File: src/design/ccs_params.svh
// Constants for the common command and status unit
`ifndef CCS_PARAMS_SVH
`define CCS_PARAMS_SVH

// Event register bit positions
`define CCS_EV_OPC        0
`define CCS_EV_QYE        2
`define CCS_EV_DDE        3
`define CCS_EV_EXE        4
`define CCS_EV_CME        5
`define CCS_EV_PON        7
// Bits that exist in event register and its mask
`define CCS_EV_USED       8'hBD
// Power-on value of the event register
`define CCS_ESR_RST       8'h80
// Status byte bit positions
`define CCS_SB_ESB        5
`define CCS_SB_RQS        6
`define CCS_SB_OWN        8'h60
// Recall slots
`define CCS_SLOT_MAX      8'h09
`define CCS_SLOTS         10
// Reply text
`define CCS_ASCII_0       8'h30
`define CCS_ONE           8'h01
`define CCS_DEC_HUND      8'h64
`define CCS_DEC_TEN       8'h0A
`define CCS_IDN_LEN       6'h2C
`define CCS_IDN_LAST      6'h2B
`define CCS_NUM_LAST      2'h2

`endif

File: src/design/ccs_pkg.sv
// Types shared by the common command and status unit
package ccs_pkg;
    // Decoded common commands and queries
    typedef enum logic [3:0] {
        ccs_cmd_cls, ccs_cmd_ese, ccs_cmd_ese_q, ccs_cmd_esr_q,
        ccs_cmd_idn_q, ccs_cmd_opc, ccs_cmd_opc_q, ccs_cmd_psc,
        ccs_cmd_psc_q, ccs_cmd_rcl, ccs_cmd_rst, ccs_cmd_sre,
        ccs_cmd_sre_q, ccs_cmd_stb_q
    } ccs_cmd_t;
    // Reply sequencer states
    typedef enum logic [1:0] {
        ccs_r_idle, ccs_r_wait_opc, ccs_r_load, ccs_r_send
    } ccs_reply_st_t;
endpackage

File: src/design/ccs_slot_mem.sv
// Saved-state slot memory with written flags and registered read
`timescale 1ns/1ps
`default_nettype none
module ccs_slot_mem #(
    parameter int DEPTH = 10,
    parameter int W     = 32
) (
    input  wire logic         core_clk,
    input  wire logic         rst_b,
    input  wire logic         wr_en,
    input  wire logic [3:0]   wr_addr,
    input  wire logic [W-1:0] wr_data,
    input  wire logic         rd_en,
    input  wire logic [3:0]   rd_addr,
    output logic      [W-1:0] rd_data,
    output logic              rd_written
);
    logic [W-1:0]     mem [DEPTH];
    logic [DEPTH-1:0] written;

    // Storage array, no reset needed
    always_ff @(posedge core_clk) begin
        if (wr_en) begin
            mem[wr_addr] <= wr_data;
        end
    end

    // Slots start empty; a save marks the slot
    always_ff @(posedge core_clk or negedge rst_b) begin
        if (!rst_b) begin
            written    <= '0;
            rd_data    <= '0;
            rd_written <= 1'b0;
        end else begin
            if (wr_en) begin
                written[wr_addr] <= 1'b1;
            end
            if (rd_en) begin
                rd_data    <= mem[rd_addr];
                rd_written <= written[rd_addr];
            end
        end
    end
endmodule // ccs_slot_mem
`default_nettype wire

File: src/design/ccs_unit.sv
// Common command decoder, standard event status and reply sequencer
`timescale 1ns/1ps
`default_nettype none
`include "ccs_params.svh"

// Overview of operation
// - Clear-status zeroes event register, service request and outside event registers.
// - Event mask selects which event bits drive the status byte summary bit.
// - Mask query replies with the mask as decimal ASCII text.
// - Bit 0 flags completion of all work up to an operation-complete command.
// - Bit 2 flags query faults, including a new command during a pending reply.
// - Bit 3 flags self-test failure or calibration error.
// - Bit 4 flags any command failing during execution.
// - Bit 5 flags command syntax errors.
// - Bit 7 is set by power-up until read or cleared.
// - Event query replies with the flags as decimal ASCII text.
// - Identity reply has maker, model, serial, revision separated by commas.
// - Revision holds three dotted groups joined by hyphens.
// - Operation-complete command sets bit 0 only after it has executed.
// - Operation-complete query replies 1 once execution reaches it.
// - Stored power-on-clear setting clears or keeps both masks at power-up.
// - Recall accepts slot 0 to 9 and restores the saved state.
// - Recall of an empty slot loads reset defaults.
// - Reset loads defaults, leaving status registers and errors untouched.
// - Reset also aborts triggers and clears waiting-for-trigger bits.
// - Status byte query does not clear the request-service bit.
module ccs_unit #(
    parameter int               STATE_W    = 32,
    parameter logic [STATE_W-1:0] DEFAULT_STATE = '0,
    parameter logic [63:0]      MAKER_STR  = "ACMELABS", // Arbitrary value
    parameter logic [63:0]      MODEL_STR  = "PSU-0002", // Arbitrary value
    parameter logic [63:0]      SERIAL_STR = "SN000001"  // Arbitrary value
) (
    input  wire logic               core_clk,
    input  wire logic               rst_b,
    input  wire logic               cmd_valid,
    input  wire ccs_pkg::ccs_cmd_t  cmd_code,
    input  wire logic [7:0]         cmd_arg,
    input  wire logic               exec_idle,
    input  wire logic               query_fault_evt,
    input  wire logic               self_test_fail_evt,
    input  wire logic               cal_error_evt,
    input  wire logic               exec_fault_evt,
    input  wire logic               syntax_fault_evt,
    input  wire logic               serial_poll,
    input  wire logic [7:0]         stb_other,
    input  wire logic               nv_psc,
    input  wire logic [7:0]         nv_ese,
    input  wire logic [7:0]         nv_sre,
    input  wire logic [11:0]        ctl_rev,
    input  wire logic [11:0]        fp_rev,
    input  wire logic [11:0]        mb_rev,
    input  wire logic               save_valid,
    input  wire logic [3:0]         save_slot,
    input  wire logic [STATE_W-1:0] save_state,
    input  wire logic               reply_ready,
    output logic                    reply_valid,
    output logic [7:0]              reply_data,
    output logic                    reply_last,
    output logic [7:0]              standard_event_flags,
    output logic [7:0]              standard_event_enable_mask,
    output logic [7:0]              status_enable_mask,
    output logic [7:0]              status_byte,
    output logic                    psc_setting,
    output logic                    clear_events,
    output logic                    restore_valid,
    output logic [STATE_W-1:0]      restore_state,
    output logic                    restore_default,
    output logic                    defaults_load,
    output logic                    trigger_abort,
    output logic                    waiting_for_trigger_clear
);
    ccs_pkg::ccs_reply_st_t state;
    logic               init_done;
    logic               opc_pending;
    logic               svc_prev;
    logic               rcl_wait;
    logic               is_idn;
    logic [7:0]         num_reg;
    logic [5:0]         idx;
    logic [STATE_W-1:0] mem_data;
    logic               mem_written;

    // Decimal text of a byte, left aligned, no leading zeros
    function automatic logic [23:0] dec_str(input logic [7:0] v);
        logic [7:0] h;
        logic [7:0] t;
        logic [7:0] u;
        h = v / `CCS_DEC_HUND;
        t = (v / `CCS_DEC_TEN) % `CCS_DEC_TEN;
        u = v % `CCS_DEC_TEN;
        if (v >= `CCS_DEC_HUND) begin
            dec_str = {h + `CCS_ASCII_0, t + `CCS_ASCII_0, u + `CCS_ASCII_0};
        end else if (v >= `CCS_DEC_TEN) begin
            dec_str = {t + `CCS_ASCII_0, u + `CCS_ASCII_0, 8'h00};
        end else begin
            dec_str = {u + `CCS_ASCII_0, 16'h0000};
        end
    endfunction

    // Number of decimal digits of a byte
    function automatic logic [1:0] dec_len(input logic [7:0] v);
        dec_len = (v >= `CCS_DEC_HUND) ? 2'h3 : (v >= `CCS_DEC_TEN) ? 2'h2 : 2'h1;
    endfunction

    // One dotted version group from three digit nibbles
    function automatic logic [39:0] ver_str(input logic [11:0] r);
        ver_str = {4'h3, r[11:8], ".", 4'h3, r[7:4], ".", 4'h3, r[3:0]};
    endfunction

    // Command decode
    wire take    = cmd_valid && init_done;
    wire do_cls  = take && cmd_code == ccs_pkg::ccs_cmd_cls;
    wire do_ese  = take && cmd_code == ccs_pkg::ccs_cmd_ese;
    wire do_esrq = take && cmd_code == ccs_pkg::ccs_cmd_esr_q;
    wire do_opc  = take && cmd_code == ccs_pkg::ccs_cmd_opc;
    wire do_opcq = take && cmd_code == ccs_pkg::ccs_cmd_opc_q;
    wire do_idnq = take && cmd_code == ccs_pkg::ccs_cmd_idn_q;
    wire do_psc  = take && cmd_code == ccs_pkg::ccs_cmd_psc;
    wire do_rcl  = take && cmd_code == ccs_pkg::ccs_cmd_rcl;
    wire do_rst  = take && cmd_code == ccs_pkg::ccs_cmd_rst;
    wire do_sre  = take && cmd_code == ccs_pkg::ccs_cmd_sre;
    wire do_num  = take && (cmd_code == ccs_pkg::ccs_cmd_ese_q ||
                   cmd_code == ccs_pkg::ccs_cmd_esr_q || cmd_code == ccs_pkg::ccs_cmd_psc_q ||
                   cmd_code == ccs_pkg::ccs_cmd_sre_q || cmd_code == ccs_pkg::ccs_cmd_stb_q);
    wire psc_ok  = cmd_arg <= `CCS_ONE;
    wire slot_ok = cmd_arg <= `CCS_SLOT_MAX;

    // Event sources; a set in the clearing cycle survives the clear
    wire opc_fire = opc_pending && exec_idle;
    wire qye_set  = query_fault_evt || (take && state != ccs_pkg::ccs_r_idle);
    wire dde_set  = self_test_fail_evt || cal_error_evt;
    wire exe_set  = exec_fault_evt || (do_rcl && !slot_ok) || (do_psc && !psc_ok);
    wire [7:0] ev_set = {2'b00, syntax_fault_evt, exe_set, dde_set, qye_set,
                         1'b0, opc_fire} & `CCS_EV_USED;
    wire       esr_clr  = do_cls || do_esrq;
    wire [7:0] next_esr = (standard_event_flags & ~{8{esr_clr}}) | ev_set;

    // Masks: power-on-clear choice at startup, then command writes
    wire [7:0] next_ese = !init_done ? (nv_psc ? 8'h00 : nv_ese & `CCS_EV_USED) :
                          do_ese ? cmd_arg & `CCS_EV_USED : standard_event_enable_mask;
    wire [7:0] sre_used = ~(`CCS_ONE << `CCS_SB_RQS);                         // Service bit not maskable
    wire [7:0] next_sre = !init_done ? (nv_psc ? 8'h00 : nv_sre & sre_used) :
                          do_sre ? cmd_arg & sre_used : status_enable_mask;

    // Status byte summary and request service
    wire       esb      = |(next_esr & next_ese);
    wire [7:0] sb_base  = (stb_other & ~`CCS_SB_OWN) | {2'b00, esb, 5'b00000};
    wire       svc      = |(sb_base & next_sre);
    wire       next_rqs = (svc && !svc_prev) ||
                          (status_byte[`CCS_SB_RQS] && !serial_poll && !do_cls);

    // Reply text sources
    wire [351:0] idn_str = {MAKER_STR, ",", MODEL_STR, ",", SERIAL_STR, ",",
                            ver_str(ctl_rev), "-", ver_str(fp_rev), "-",
                            ver_str(mb_rev)};
    wire [23:0]  num_str = dec_str(num_reg);
    wire [5:0]   pick_idx = (state == ccs_pkg::ccs_r_load) ? 6'h00 : idx + 6'h01;
    wire [8:0]   idn_pos  = {`CCS_IDN_LAST - pick_idx, 3'b000};
    wire [4:0]   num_pos  = {`CCS_NUM_LAST - pick_idx[1:0], 3'b000};
    wire [7:0]   pick_byte = is_idn ? idn_str[idn_pos +: 8] : num_str[num_pos +: 8];
    wire [5:0]   reply_len = is_idn ? `CCS_IDN_LEN : {4'h0, dec_len(num_reg)};
    wire         pick_last = (pick_idx + 6'h01) == reply_len;

    // Value captured for a numeric query, before any clear
    wire [7:0] q_num =
        (cmd_code == ccs_pkg::ccs_cmd_ese_q) ? standard_event_enable_mask :
        (cmd_code == ccs_pkg::ccs_cmd_esr_q) ? standard_event_flags :
        (cmd_code == ccs_pkg::ccs_cmd_psc_q) ? {7'h00, psc_setting} :
        (cmd_code == ccs_pkg::ccs_cmd_sre_q) ? status_enable_mask :
        (cmd_code == ccs_pkg::ccs_cmd_stb_q) ? status_byte : `CCS_ONE;

    // Status registers; power-up leaves the power-cycle bit set
    always_ff @(posedge core_clk or negedge rst_b) begin
        if (!rst_b) begin
            standard_event_flags       <= `CCS_ESR_RST;
            standard_event_enable_mask <= 8'h00;
            status_enable_mask         <= 8'h00;
            status_byte                <= 8'h00;
            svc_prev                   <= 1'b0;
        end else begin
            standard_event_flags       <= next_esr;
            standard_event_enable_mask <= next_ese;
            status_enable_mask         <= next_sre;
            status_byte                <= sb_base | {1'b0, next_rqs, 6'h00};
            svc_prev                   <= svc;
        end
    end

    // Startup capture, power-on-clear setting and completion tracking
    always_ff @(posedge core_clk or negedge rst_b) begin
        if (!rst_b) begin
            init_done   <= 1'b0;
            psc_setting <= 1'b0;
            opc_pending <= 1'b0;
        end else begin
            init_done   <= 1'b1;
            if (!init_done) begin
                psc_setting <= nv_psc;
            end else if (do_psc && psc_ok) begin
                psc_setting <= cmd_arg[0];
            end
            opc_pending <= do_opc || (opc_pending && !exec_idle && !do_cls);
        end
    end

    // Reply sequencer; a new command drops an unread reply
    always_ff @(posedge core_clk or negedge rst_b) begin
        if (!rst_b) begin
            state       <= ccs_pkg::ccs_r_idle;
            is_idn      <= 1'b0;
            num_reg     <= 8'h00;
            idx         <= 6'h00;
            reply_valid <= 1'b0;
            reply_data  <= 8'h00;
            reply_last  <= 1'b0;
        end else if (take) begin
            reply_valid <= 1'b0;
            reply_last  <= 1'b0;
            is_idn      <= do_idnq;
            num_reg     <= q_num;
            if (do_opcq) begin
                state <= ccs_pkg::ccs_r_wait_opc;
            end else if (do_num || do_idnq) begin
                state <= ccs_pkg::ccs_r_load;
            end else begin
                state <= ccs_pkg::ccs_r_idle;
            end
        end else begin
            case (state)
                ccs_pkg::ccs_r_wait_opc: begin
                    if (exec_idle) begin
                        state <= ccs_pkg::ccs_r_load;
                    end
                end
                ccs_pkg::ccs_r_load: begin
                    state       <= ccs_pkg::ccs_r_send;
                    idx         <= 6'h00;
                    reply_valid <= 1'b1;
                    reply_data  <= pick_byte;
                    reply_last  <= pick_last;
                end
                ccs_pkg::ccs_r_send: begin
                    if (reply_ready && reply_last) begin
                        state       <= ccs_pkg::ccs_r_idle;
                        reply_valid <= 1'b0;
                        reply_last  <= 1'b0;
                    end else if (reply_ready) begin
                        idx        <= pick_idx;
                        reply_data <= pick_byte;
                        reply_last <= pick_last;
                    end
                end
                default: begin
                    state <= ccs_pkg::ccs_r_idle;
                end
            endcase
        end
    end

    // Saved-state slots
    ccs_slot_mem #(
        .DEPTH (`CCS_SLOTS),
        .W     (STATE_W)
    ) u_slots (
        .core_clk   (core_clk),
        .rst_b      (rst_b),
        .wr_en      (save_valid && {4'h0, save_slot} <= `CCS_SLOT_MAX),
        .wr_addr    (save_slot),
        .wr_data    (save_state),
        .rd_en      (do_rcl && slot_ok),
        .rd_addr    (cmd_arg[3:0]),
        .rd_data    (mem_data),
        .rd_written (mem_written)
    );

    // Recall, reset and clear pulses to the instrument
    always_ff @(posedge core_clk or negedge rst_b) begin
        if (!rst_b) begin
            rcl_wait                  <= 1'b0;
            restore_valid             <= 1'b0;
            restore_state             <= '0;
            restore_default           <= 1'b0;
            defaults_load             <= 1'b0;
            trigger_abort             <= 1'b0;
            waiting_for_trigger_clear <= 1'b0;
            clear_events              <= 1'b0;
        end else begin
            rcl_wait      <= do_rcl && slot_ok;
            restore_valid <= rcl_wait;
            if (rcl_wait) begin
                restore_state   <= mem_written ? mem_data : DEFAULT_STATE;
                restore_default <= !mem_written;
            end
            defaults_load             <= do_rst;
            trigger_abort             <= do_rst;
            waiting_for_trigger_clear <= do_rst;
            clear_events              <= do_cls;
        end
    end
endmodule // ccs_unit
`default_nettype wire

File: config.mk
export PLATFORM = sky130hd
export DESIGN_NAME = ccs_unit
export DESIGN_NICKNAME = d
export VERILOG_FILES = /design/src/design/ccs_pkg.sv /design/src/design/ccs_slot_mem.sv /design/src/design/ccs_unit.sv
export VERILOG_INCLUDE_DIRS = /design/src /design/src/design
export SDC_FILE = /design/constraint.sdc
export NUM_CORES = 1
export LEC_CHECK = 0
export ABC_AREA = 1
export BUFFER_PORTS_ARGS = -buffer_cell sky130_fd_sc_hd__buf_2
export CAP_MARGIN = 20
export CORE_ASPECT_RATIO = 1.4
export CORE_MARGIN = 8
export CORE_UTILIZATION = 43
export CTS_CLUSTER_DIAMETER = 80
export DETAILED_ROUTE_END_ITERATION = 6
export PLACE_DENSITY = 0.66
export RECOVER_POWER = 25
export REMOVE_ABC_BUFFERS = 1
export SYNTH_ARGS = -nofsm -noshare
export SYNTH_HDL_FRONTEND = slang
export SYNTH_SLANG_ARGS = --single-unit
File: constraint.sdc
create_clock -name core_clk -period 6.2 [get_ports core_clk]
set_input_delay 1.86 -clock core_clk [delete_from_list [all_inputs] [get_ports core_clk]]
set_output_delay 1.86 -clock core_clk [all_outputs]
set_load 0.03 [all_outputs]
Word level (Yosys, flattened, before mapping):

Memory sizes are Yosys's and may differ from the RTL's. A register that Yosys moved wholly into a read port is not among the register bits.
Cells that the tools add are included.

* $mul: 0
* muxes and demuxes: 46
* equal/unequal tests: 23
* order comparisons: 8
* add/subtract/negate cells: 7
* reductions and logical operators: 56
* bitwise logic cells: 9
* shift operators: 2
* divide/modulo/power cells: 4

Operators by type and width (count)
* 352-bit by 10-bit indexed part select with 8-bit output: 1
* 8-bit 2-to-1 mux: 14
* 24-bit 2-to-1 mux: 2
* 32-bit 2-to-1 mux: 1
* 1-bit logical AND: 26
* 8-bit by 6-bit adder with 8-bit output (second input constant): 3
* 8-bit bitwise AND: 3
* 4-bit equality test (second input constant): 6
* 6-bit 2-to-1 mux: 4
* 24-bit by 6-bit indexed part select with 8-bit output: 1
* 4-bit by 3-bit equality test with 1-bit output (second input constant): 4
* 8-bit by 4-bit remainder unit with 8-bit output (second input constant): 2
* 8-bit by 6-bit OR with 8-bit output: 2
* 8-bit case mux with 2 select lines: 1
* 8-bit OR reduction: 2
* 2-bit 2-to-1 mux: 7
* 6-bit by 1-bit adder with 6-bit output (second input constant): 2
* 1-bit logical OR: 12
* 6-bit case mux with 2 select lines: 1
* 1-bit 2-to-1 mux: 11
* 4-bit by 5-bit less-than comparator with 1-bit output (second input constant): 2
* 10-bit OR: 1
* 8-bit by 4-bit divider with 8-bit output (second input constant): 1
* 8-bit by 7-bit divider with 8-bit output (second input constant): 1
* other kinds (30): 45

* word-level logic and storage cells: 179
* output and inout port bits: 81
* bits of input ports: 121
* bits in writable memories: 320
* bits in registers: 111
* bits in latches: 0
* ROM bits: 0
* memories kept: 1

Memory list
* u_slots.mem: words 10, bits a word 32, rd ports 1, clocked after memory_dff 1, write ports 1, line ccs_slot_mem.sv:18 `logic [W-1:0] mem [DEPTH];`

Logic depth before layout (Yosys ltp):

Gate-level depths: netlist of the first run.

* depth after elaboration: 14
* gate-level depth with buffers: 39
* mapped depth without buffers: 39

Cells and area by module:

Synthesis of the first run repeated with hierarchy kept, for this count alone.

* cells, all modules: 2178
* area, all modules: 21136.5 um^2

Modules (own cells, without submodules)
* ccs_slot_mem: sequential area each 10685.2 um^2, area an instance 15108.2 um^2, cells an instance 1402, instances 1
* ccs_unit: sequential area each 2478.6 um^2, area an instance 6028.3 um^2, cells an instance 776, instances 1

Least setup slack after synthesis of the first run:

OpenSTA, ideal clock, no wires.

* kind: input to register
* start: in save_slot[2]
* end: mem u_slots.mem[6][0] (enable)
* slack: 2.298 ns
* required time: 5.778 ns
* arrival: 3.480 ns
* stages on the path: 4
* buffers on the path: 0
* cells stage by stage: inv_1 > nor2_1 > nand2_1 > nor2_1

* cells in the longest elaborated chain, start to end: 4

Ends and longest elaborated chain
* start: declaration: line ccs_unit.sv:54 `input wire logic [3:0] save_slot,`
* 4-bit <= comparator (no source line)
* 1-bit logical AND (no source line)
* 1-bit 2-to-1 mux: line ccs_slot_mem.sv:23 `if (wr_en) begin`
* 1-bit 2-to-1 mux (implied by the code): line ccs_slot_mem.sv:24 `mem[wr_addr] <= wr_data;`
* end: declaration: line ccs_slot_mem.sv:18

Parallel ways exist; a longest one is shown, timed or not.

==> results.ini, run 1 <==
[hold_path]
hp-class=reg2reg
hold_end=u_slots.written[2]
min-delay-start=u_slots.written[2]
whs_path_depth=2

[die]
fp.dieH_um=271.8
ios=202
row_count=93
start_util_pct=43.60
core_region_area_um2=46080
fp.dieArea_um2=53990
die_w_um=198.7

[logic_synthesis]
ys_ff_latch=462
netlist-cell-type-count=59
synthArstFlopShare_pct=30.74
yosysWarnings=0
synth.yosys.seq_area_share_pct=65.52
synthCells=1840
ys.flop_type=edfxtp_1
synth_area_um2=20090
syn_area_per_cell_um2=10.92
synth-edff-count=320

[timing]
finalHoldViolations=0
period_share_pct=67.49
rsz0062_at_grt=no
slew_viol_final=48
fmax_mhz=239.0
min_period_ns=4.184
hold_slack_ns=0.4598
setup_violations=0
relSlewSlack_pct=-88.32
fin_tns_setup_ns=0
tightest_slew_ns=2.825
fin_skew_ns=0.02696

[power]
powerDensity_nw_per_um2=338.2
vdd_ir_drop_max_uv=242.0
leakage_nw=9.207

[critical_path]
crit_path_start_kind=input port
r2r-end=reply_data[5]
cp_max_fo=55
worst-r2r-setup-slack_ns=2.10
crit_buf_inv=2
cp.depth=2
crit_required_ns=6.79
slowest_stage=clkbuf_1
worstRegToRegCells=33
critical-path-max-stage-delay_ns=1.95
path_delay_family=buffers and inverters
crit_chain=clkbuf_1, buf_4
worstPathArrival_ns=4.78
r2r_start=num_reg[7]
crit_type=in2async
critPathLaunch=rst_b
crit_path_end_kind=async pin

[drt]
drt_first_pass_iters=6
dr.first_iter.drc_count=1192
drc=0
post_drt_via_cell_ratio=5.595
num_vias=14970
post_drt_wl_per_cell_um=21.10
ant_nets=0
routed_wl_um=56450

[clock_tree]
cts-root-buf=clkbuf_16
cts_resized=0
cts_buffer_depth=3
htree_levels=2
cts_buffers=45
hold_buffers=0
cts_tree=yes
clock_sinks=462
clock_latency_ns=0.58
clk_pin_slew_ns=0.06
post_cts_buffers=0

[layout]
final_layout_size_suffix_gt1_share_pct=16.20
top_register=u_slots.mem
final_common_cell=edfxtp_1
largest_reg_flops=320
fillerInstances=4074
layout_common_cells=edfxtp_1, nand2_1, nor2_1, o21ai_0, buf_2
multi_input_area_um2=6117
top_regs=u_slots.mem x320, restore_state x32, u_slots.rd_data x32
seq_area_um2=13160
syn_to_final_growth_pct=15.50
final_nets=2157

[grt]
gr-total-overflow=0
grt_usage_pct=20.65
grt_pass1_wl_um=86670
grt_pass1_vias=15120
antenna_found_initial=5
grt_max_degree=166

[job]
max-cap-violations=1

[placed_design]
hpwl_um=35490
port_buffers=195
routabilityCongestion=0.9056

[outcome]
outcome=finished, violations left
violations=max-capacitance violations, max-slew violations

[metrics by stage]
stage / cell area (µm²) / setup WS (ns) / util [%] / total power (W) / std cells
5_1_grt: 23200 / 1.434 / 50.35 / 0.008218 / 2674
3_3_place_gp: 21750 / 1.665 / 47.19 / 0.005161 / 2587
6_report: 23200 / 2.016 / 50.36 / 0.007847 / 2675
2_1_floorplan: 19710 / 1.471 / - / 0.004671 / 1750
3_5_place_dp: 21750 / 1.711 / 47.19 / 0.005190 / 2587
4_1_cts: 23210 / 1.773 / 50.38 / 0.007910 / 2671
[Yosys cell counts, drive strengths merged (2+ instances only)]
master   instances  area (µm²)
a41oi            3       26.28
or2             12       75.07
o21bai           5       37.54
a21oi           38       190.2
o32ai            2       17.52
a31oi           38       237.7
nor3             7       40.04
ha              17       212.7
edfxtp         320        9609
clkinv           2       7.510
buf             14       71.32
a211oi           6       45.04
nand3           96       535.5
o21ai          176       884.6
nor2           252       950.9
xor2             2       17.52
clkbuf          78       312.8
a22oi            2       15.01
o211ai           6       45.04
a32o             5       50.05
o22ai           12       75.07
xnor2            4       35.03
nor4             2       12.51
o31ai            3       22.52
inv            124       468.0
nand2          307        1275
dfrtp          141        3528
a2111oi          2       17.52
a221oi           4       35.03
nand4           73       462.9
o221ai          38       332.8
conb             2       7.510
a22o            35       306.5
[worst max path at each step]
stage	endpoint
2_1_floorplan	u_slots.rd_written
3_3_place_gp	status_byte[6]
3_5_place_dp	status_byte[6]
4_1_cts	reply_data[0]
5_1_grt	standard_event_enable_mask[7]
6_report	standard_event_enable_mask[7]
[kinds of logic after synthesis]
| group | count (synthesis) | synth area share (%) |
|---|---|---|
| AO/OA/AOI/OAI | 382 | 11.95 |
| XOR/XNOR | 6 | 0.2616 |
| adder cells (fa/ha/maj) | 17 | 1.059 |
| buffers and inverters | 219 | 4.366 |
| flip-flops | 462 | 65.52 |
| multiplexers | 1 | 0.04982 |
| other | 2 | 0.03738 |
| AND/OR/NAND/NOR | 751 | 16.75 |
[report_power, final]
part / internal [W] / switching (W)
sequential: 0.00343 / 0.0000699
combinational: 0.000503 / 0.00112
clock: 0.00153 / 0.00119
total: 0.00546 / 0.00238
[layer usage]
| metal | routed length (µm) | part of all wire (%) | GRT usage, % |
|---|---|---|---|
| met4 | 1846 | 3.3 | 7.895 |
| met2 | 28800 | 51 | 36.32 |
| met5 | 41 | 0.073 | 0 |
| met1 | 22060 | 39 | 24.96 |
| met3 | 3699 | 6.6 | 3.430 |
[cell type report]
| class | count | share of cell area, % |
|---|---|---|
| diodes | 2 | 0.02157 |
| repair buffers | 222 | 5.095 |
| inverters | 127 | 2.135 |
| multi-input cells | 1161 | 26.36 |
| well taps | 617 | 3.327 |
| clock buffers | 62 | 5.263 |
| clock inverters | 22 | 1.068 |
| flip-flops and latches | 462 | 56.73 |
Note: power is estimated with default switching activity, not from simulation.
==> run 2, diff against run 1 <==
--- a/config.mk
+++ b/config.mk
@@ -6,7 +6,7 @@
 export SDC_FILE = /design/constraint.sdc
 export NUM_CORES = 1
 export LEC_CHECK = 0
-export ABC_AREA = 1
+export ABC_AREA = 0
 export BUFFER_PORTS_ARGS = -buffer_cell sky130_fd_sc_hd__buf_2
 export CAP_MARGIN = 20
 export CORE_ASPECT_RATIO = 1.4
@@ -14,7 +14,7 @@
 export CORE_UTILIZATION = 43
 export CTS_CLUSTER_DIAMETER = 80
 export DETAILED_ROUTE_END_ITERATION = 6
-export PLACE_DENSITY = 0.66
+export PLACE_DENSITY = 0.68
 export RECOVER_POWER = 25
 export REMOVE_ABC_BUFFERS = 1
 export SYNTH_ARGS = -nofsm -noshare
==> constraint.sdc (replaced) <==
create_clock -name core_clk -period 3.7 [get_ports core_clk]
set_input_delay 1.11 -clock core_clk [delete_from_list [all_inputs] [get_ports core_clk]]
set_output_delay 1.11 -clock core_clk [all_outputs]
set_load 0.03 [all_outputs]
==> run 2 against run 1 <==
Effect of this change:
- the flow now finishes without violations
- core utilization is 0.97 points higher
- register-to-register slack worse by 2.1 ns
- synthesized cell count is 15% lower
- critical path type is now reg2reg
- critical endpoint is now reply_data[5]
==> results.ini, run 2 <==
[logic_synthesis]
synth.yosys.seq_area_share_pct=64.08  ; -1.4 points
ys.flop_type=edfxtp_1
synth_most_common_cell=edfxtp_1
synth_area_um2=20540  ; +2.2%
synth_top_area_share_pct=46.78  ; -1.1 points
netlist-cell-type-count=81  ; +37%
synthCells=1558  ; -15%
syn_area_per_cell_um2=13.18  ; +21%
synthArstFlopShare_pct=30.74  ; unchanged
ys_ff_latch=462  ; unchanged
ys_top_cells_by_count=edfxtp_1, dfrtp_1, o21ai_0
synth-edff-count=320  ; unchanged
synth_area_leaders=edfxtp_1, dfrtp_1, mux2_2
yosysWarnings=0  ; unchanged
synth_largest_area_cell=edfxtp_1

[critical_path]
worstPathArrival_ns=4.18  ; -0.60 ns
worstRegToRegCells=19  ; -42%
cp_max_fo=7  ; -87%
critPathLaunch=num_reg[3]
r2r_start=num_reg[3]
crit_path_start_kind=flip-flop
crit_required_ns=4.19  ; -2.60 ns
crit_type=reg2reg
r2r-end=reply_data[5]
worst-r2r-setup-slack_ns=0.01  ; -2.09 ns
crit_path_end_kind=flip-flop

[drt]
ant_nets=0  ; unchanged
post_drt_via_cell_ratio=5.519  ; -1.4%
num_vias=13630  ; -9.0%
post_drt_wl_per_cell_um=21.72  ; +2.9%
dr.first_iter.drc_count=917  ; -23%
drc=0  ; unchanged
routed_wl_um=53640  ; -5.0%
drt_first_pass_iters=5  ; -1

[layout]
syn_to_final_growth_pct=18.80
layout_common_cells=edfxtp_1, buf_2, dfrtp_1, o21ai_0, nand2_1
top_regs=u_slots.mem x320, restore_state x32, u_slots.rd_data x32
final_nets=1937  ; -10%
final_layout_size_suffix_gt1_share_pct=28.61  ; +12 points
top_register=u_slots.mem
final_common_cell=edfxtp_1
fillerInstances=4091  ; +0.42%
largest_reg_flops=320  ; unchanged
stdcell_area_um2=24400  ; +5.2%

[clock_tree]
cts-root-buf=clkbuf_16
cts_buffer_depth=3  ; unchanged
htree_levels=2  ; unchanged
clk_pin_slew_ns=0.06  ; about the same
hold_buffers=0  ; unchanged
cts_buffers=44  ; -2.2%
clock_latency_ns=0.59  ; about the same
clock_sinks=462  ; unchanged
cts_tree=yes

[hold_path]
min-delay-start=u_slots.written[2]
whs_path_depth=1  ; -1
hp-class=reg2reg
hold_end=u_slots.written[2]

[die]
start_util_pct=43.21  ; -0.39 points
fp.dieArea_um2=55120  ; +2.1%
ios=202  ; unchanged
fp.dieH_um=274.6  ; +1.1%
core_region_area_um2=47550  ; +3.2%
row_count=95  ; +2.2%
die_w_um=200.7  ; +1.0%

[grt]
grt_pass1_vias=14270  ; -5.6%
grt_usage_pct=19.07  ; -1.6 points
grt_max_degree=93  ; -44%
antenna_found_initial=6  ; +1
grt_pass1_wl_um=82630  ; -4.7%
gr-total-overflow=0  ; unchanged

[placed_design]
port_buffers=195  ; unchanged
hpwl_um=34310  ; -3.3%
dpl_cell_area_um2=22820  ; +4.9%
routabilityCongestion=0.8853  ; -2.2%

[timing]
fmax_mhz=271.3
setup_violations=0  ; unchanged
hold_slack_ns=0.4663  ; +0.006542 ns
period_share_pct=99.63
tightest_slew_ns=0.9857  ; -1.839 ns
min_period_ns=3.686
fin_tns_setup_ns=0  ; unchanged
rsz0062_at_grt=yes
fin_skew_ns=0.01969  ; -0.007264 ns
finalHoldViolations=0  ; unchanged
slew_viol_final=0  ; -100%
relSlewSlack_pct=34.29  ; +120 points

[power]
leakage_nw=9.164  ; -0.47%
powerDensity_nw_per_um2=532.6  ; +58%
vdd_ir_drop_max_uv=433.7  ; +79%
power.total_w=0.01300  ; +66%

[job]
max-cap-violations=0  ; -1

[outcome]
outcome=complete, no violations

run 2: final cells by class:
cell class | count | area, µm² | share of cell area (%)
repair buffers | 298 | 1817 | 7.444
clock inverters | 21 | 321.6 | 1.318
diodes | 4 | 10.01 | 0.04102
inverters | 56 | 210.2 | 0.8613
well taps | 630 | 788.3 | 3.230
clock buffers | 61 | 1215 | 4.978
flip-flops and latches | 462 | 13170 | 53.96
multi-input cells | 937 | 6874 | 28.17
run 2: worst max-delay path: stages, from the launching register on:
cell and delay, ns:
dfrtp_1 0.38, buf_4 0.17, buf_4 0.16, maj3_1 0.34, a21oi_2 0.15, a21oi_2 0.08
or4_4 0.55, o21ai_2 0.17, inv_1 0.07, ha_1 0.18, nand2b_4 0.14, nand3_1 0.07
nand3b_1 0.10, xnor2_1 0.14, ha_1 0.31, a211oi_2 0.18, a21oi_1 0.06, o22ai_1 0.16
o21ai_1 0.08, o21ai_1 0.12
run 2: cells by family after synthesis:
kind of cell / count (synthesis) / share of synthesized area, %
fa+ha+maj: 20 / 1.182
buf+inv: 161 / 3.088
compound gates: 341 / 10.17
other cells: 2 / 0.03656
simple gates: 385 / 9.563
flops: 462 / 64.08
mux: 165 / 10.95
xor+xnor: 22 / 0.9380
run 2: worst max path at each step:
stage                     cells past startpoint  slack, ns                end
after detailed placement                     17      -0.26      reply_data[5]
final                                        19       0.01      reply_data[5]
after global placement                       17      -0.27      reply_data[5]
after floorplan                               2      -0.62  u_slots.mem[0][0]
after CTS                                    19      0.003      reply_data[5]
after global routing                         21      -0.20      reply_data[5]
run 2: timing repair:
action                                 4_1_cts  5_1_grt
gates resized for setup                     12        6
endpoints found under the hold margin        0        0
buffers inserted                             2        0
pin swaps                                    9        0
setup endpoints to repair                    1        1
run 2: through the flow:
stage / instances / util [%] / worst slack, ns
floorplan: 1455 / - / -0.6221
global placement: 2381 / 48.00 / -0.2675
detailed placement: 2381 / 48.00 / -0.2604
CTS: 2465 / 51.34 / 0.002740
global route: 2467 / 51.32 / -0.1955
finish: 2469 / 51.33 / 0.01375
run 2: power breakdown:
| part | switching [W] | leakage (nW) | internal (W) |
|---|---|---|---|
| clock | 0.00201 | 0.740 | 0.00270 |
| combinational | 0.00146 | 3.69 | 0.000969 |
| sequential | 0.000118 | 4.74 | 0.00574 |
| total | 0.00359 | 9.16 | 0.00941 |
run 2: layer usage:
metal / up-vias / track usage, % / wire, µm / part of all wire, %
li1: 6319 / - / - / -
met1: 6833 / 22.95 / 21620 / 40
met2: 392 / 34.61 / 27780 / 52
met3: 79 / 3.487 / 3037 / 5.7
met4: 4 / 5.470 / 1168 / 2.2
met5: - / 0 / 26 / 0.048
==> run 3, diff against run 2 <==
--- a/config.mk
+++ b/config.mk
@@ -10,13 +10,11 @@
 export BUFFER_PORTS_ARGS = -buffer_cell sky130_fd_sc_hd__buf_2
 export CAP_MARGIN = 20
 export CORE_ASPECT_RATIO = 1.4
-export CORE_MARGIN = 8
 export CORE_UTILIZATION = 43
 export CTS_CLUSTER_DIAMETER = 80
 export DETAILED_ROUTE_END_ITERATION = 6
-export PLACE_DENSITY = 0.68
+export PLACE_DENSITY = 0.66
 export RECOVER_POWER = 25
-export REMOVE_ABC_BUFFERS = 1
 export SYNTH_ARGS = -nofsm -noshare
 export SYNTH_HDL_FRONTEND = slang
 export SYNTH_SLANG_ARGS = --single-unit
==> constraint.sdc (replaced) <==
create_clock -name core_clk -period 4.5 [get_ports core_clk]
set_input_delay 1.35 -clock core_clk [delete_from_list [all_inputs] [get_ports core_clk]]
set_output_delay 1.35 -clock core_clk [all_outputs]
set_load 0.03 [all_outputs]
==> run 3 against run 2 <==
Effect of this change:
- wire length decreased by 5.9%
- die area decreased by 12%
- critical path type unchanged
- register-to-register slack improved by 0.33 ns
- clock-buffer cell count increased by 1
- clock skew decreased by 0.0014 ns
- global-route usage increased by 1.6 points
- clock power decreased by 19%
- sequential share of layout area increased by 1.2 points
- maximum frequency decreased by 11%
- largest cell class unchanged
- largest power group unchanged
- cell area decreased by 2.1%
- flip-flop and latch count unchanged
- sequential power decreased by 17%
==> results.ini, run 3 (same netlist as run 2, synthesis figures left out) <==
[clock_tree]
cts_buffers=45  ; +2.3%
cts_resized=0  ; -12
clock_sinks=462  ; unchanged
htree_levels=2  ; unchanged
clk_pin_slew_ns=0.06  ; about the same
hold_buffers=0  ; unchanged
clock_latency_ns=0.58  ; about the same
post_cts_buffers=0  ; -2
cts_tree=yes
cts-root-buf=clkbuf_16
cts_buffer_depth=3  ; unchanged

[critical_path]
r2r-end=reply_data[5]
worstRegToRegCells=19  ; unchanged
crit_top_cell=ha_1
crit_required_ns=4.98  ; +0.79 ns
crit_chain=inv_1, maj3_1, a21oi_2, ha_1, nand4_2, or4_4, o21ai_1, inv_1, ha_1, nand2b_1, nand3_1, nand3b_1, xnor2_1, ha_1, a211oi_1, a21oi_1, o22ai_1, o21ai_0, o21ai_0
crit_path_end_kind=flip-flop
crit_buf_inv=2  ; -1
critical-path-max-stage-delay_ns=0.54  ; about the same
cp_max_fo=10  ; +3
r2r_start=num_reg[7]
crit_path_start_kind=flip-flop
worst-r2r-setup-slack_ns=0.34  ; +0.33 ns
path_delay_family=adder cells
cp.depth=19  ; unchanged
slowest_stage=or4_4
worstPathArrival_ns=4.64  ; +0.46 ns
crit_type=reg2reg

[timing]
fin_tns_setup_ns=0  ; unchanged
slew_viol_final=0  ; unchanged
tightest_slew_ns=0.8599  ; -0.1258 ns
fin_ws_ns=0.3403  ; +0.3266 ns
min_period_ns=4.160  ; +0.4734 ns
fmax_mhz=240.4  ; -11%
fin_skew_ns=0.01830  ; -0.001390 ns
finalHoldViolations=0  ; unchanged
period_share_pct=92.44  ; -7.2 points
setup_violations=0  ; unchanged
rsz0062_at_grt=no
relSlewSlack_pct=42.68  ; +8.4 points

[die]
start_util_pct=43.66  ; +0.46 points
ios=202  ; unchanged
fp.dieArea_um2=48660  ; -12%
fp.dieH_um=260.6  ; -5.1%
row_count=94  ; -1.1%
die_w_um=186.7  ; -7.0%
core_region_area_um2=47050  ; -1.1%

[layout]
final_nets=1885  ; -2.7%
final_common_cell=edfxtp_1
layout_common_cells=edfxtp_1, buf_2, dfrtp_1, o21ai_0, nand2_1
top_register=u_slots.mem
fin_util_pct=50.78  ; -0.54 points
largest_reg_flops=320  ; unchanged
top_regs=u_slots.mem x320, restore_state x32, u_slots.rd_data x32
syn_to_final_growth_pct=16.31
final_layout_size_suffix_gt1_share_pct=26.01  ; -2.6 points
stdcell_area_um2=23890  ; -2.1%

[drt]
post_drt_wl_per_cell_um=20.94  ; -3.6%
wl_met1_um=20330  ; -6.0%
post_drt_via_cell_ratio=5.570  ; +0.91%
wl_met2_um=26050  ; -6.3%
wl_met3_um=2699  ; -11%
ant_nets=0  ; unchanged
routed_wl_um=50460  ; -5.9%
drt_first_pass_iters=5  ; unchanged
dr.first_iter.drc_count=1056  ; +15%
top_layer_used=met5
drc=0  ; unchanged
num_vias=13420  ; -1.5%

[grt]
grt_pass1_wl_um=77690  ; -6.0%
grt_usage_pct=20.69  ; +1.6 points
grt_max_degree=82  ; -12%
gr-total-overflow=0  ; unchanged
grt_pass1_vias=13490  ; -5.5%
antenna_found_initial=4  ; -2

[placed_design]
routabilityCongestion=0.9096  ; +2.7%
port_buffers=195  ; unchanged
dpl_cell_area_um2=22400  ; -1.9%
hpwl_um=32380  ; -5.6%
post-place-ws_ns=0.1579  ; +0.4184 ns

[hold_path]
whs_path_depth=1  ; unchanged
min-delay-start=u_slots.written[9]
hp-class=reg2reg
hold_end=u_slots.written[9]

[power]
powerDensity_nw_per_um2=438.2  ; -18%
vdd_ir_drop_max_uv=335.4  ; -23%
leakage_nw=8.873  ; -3.2%

[job]
max-cap-violations=0  ; unchanged

[outcome]
outcome=complete, no violations

## run 3: report_power, final
| part | internal [W] | leakage (nW) | switching, W |
|---|---|---|---|
| clock network | 0.00218 | 0.731 | 0.00163 |
| logic | 0.000680 | 3.41 | 0.00114 |
| registers | 0.00472 | 4.74 | 0.000116 |
## run 3: worst max-delay path by stage
stage	start	end
final	num_reg[7]	reply_data[5]
after global routing	num_reg[7]	reply_data[5]
after CTS	num_reg[7]	reply_data[5]
after detailed placement	num_reg[7]	reply_data[5]
after global placement	num_reg[7]	reply_data[5]
after floorplan	save_slot[3]	u_slots.mem[4][0]
## run 3: layout make-up
| cell class | instances | area, µm² |
|---|---|---|
| clock buffer | 62 | 1271 |
| fill | 4083 | 23150 |
| timing repair buffer | 245 | 1375 |
| multi-input combinational | 937 | 6830 |
| sequential | 462 | 13170 |
| inverter | 56 | 210.2 |
| tap | 624 | 780.7 |
| clock inverter | 22 | 249.0 |
| antenna | 2 | 5.005 |
## run 3: per-stage QoR
step	power, W	std cells	hold slack, ns
finish	0.01047	2410	0.4667
global route	0.01088	2409	0.4774
CTS	0.01054	2408	0.4694
detailed placement	0.006721	2324	0.4486
global placement	0.006688	2324	0.4460
floorplan	0.006161	1560	0.3704
## run 3: routing by layer
layer	global-route usage, %	vias up
met1	25.20	6682
li1	-	6230
met5	0	-
met2	37.49	405
met4	6.284	4
met3	3.456	102
## run 3: worst reg2reg max path, delay by kind of cell (launching register included)
kind | cells | cell delay [ns]
adder cells (fa/ha/maj) | 4 | 1.14
flip-flops | 1 | 0.44
AO/OA/AOI/OAI | 7 | 1.10
buffers and inverters | 2 | 0.24
XOR/XNOR | 1 | 0.15
AND/OR/NAND/NOR | 5 | 1.01
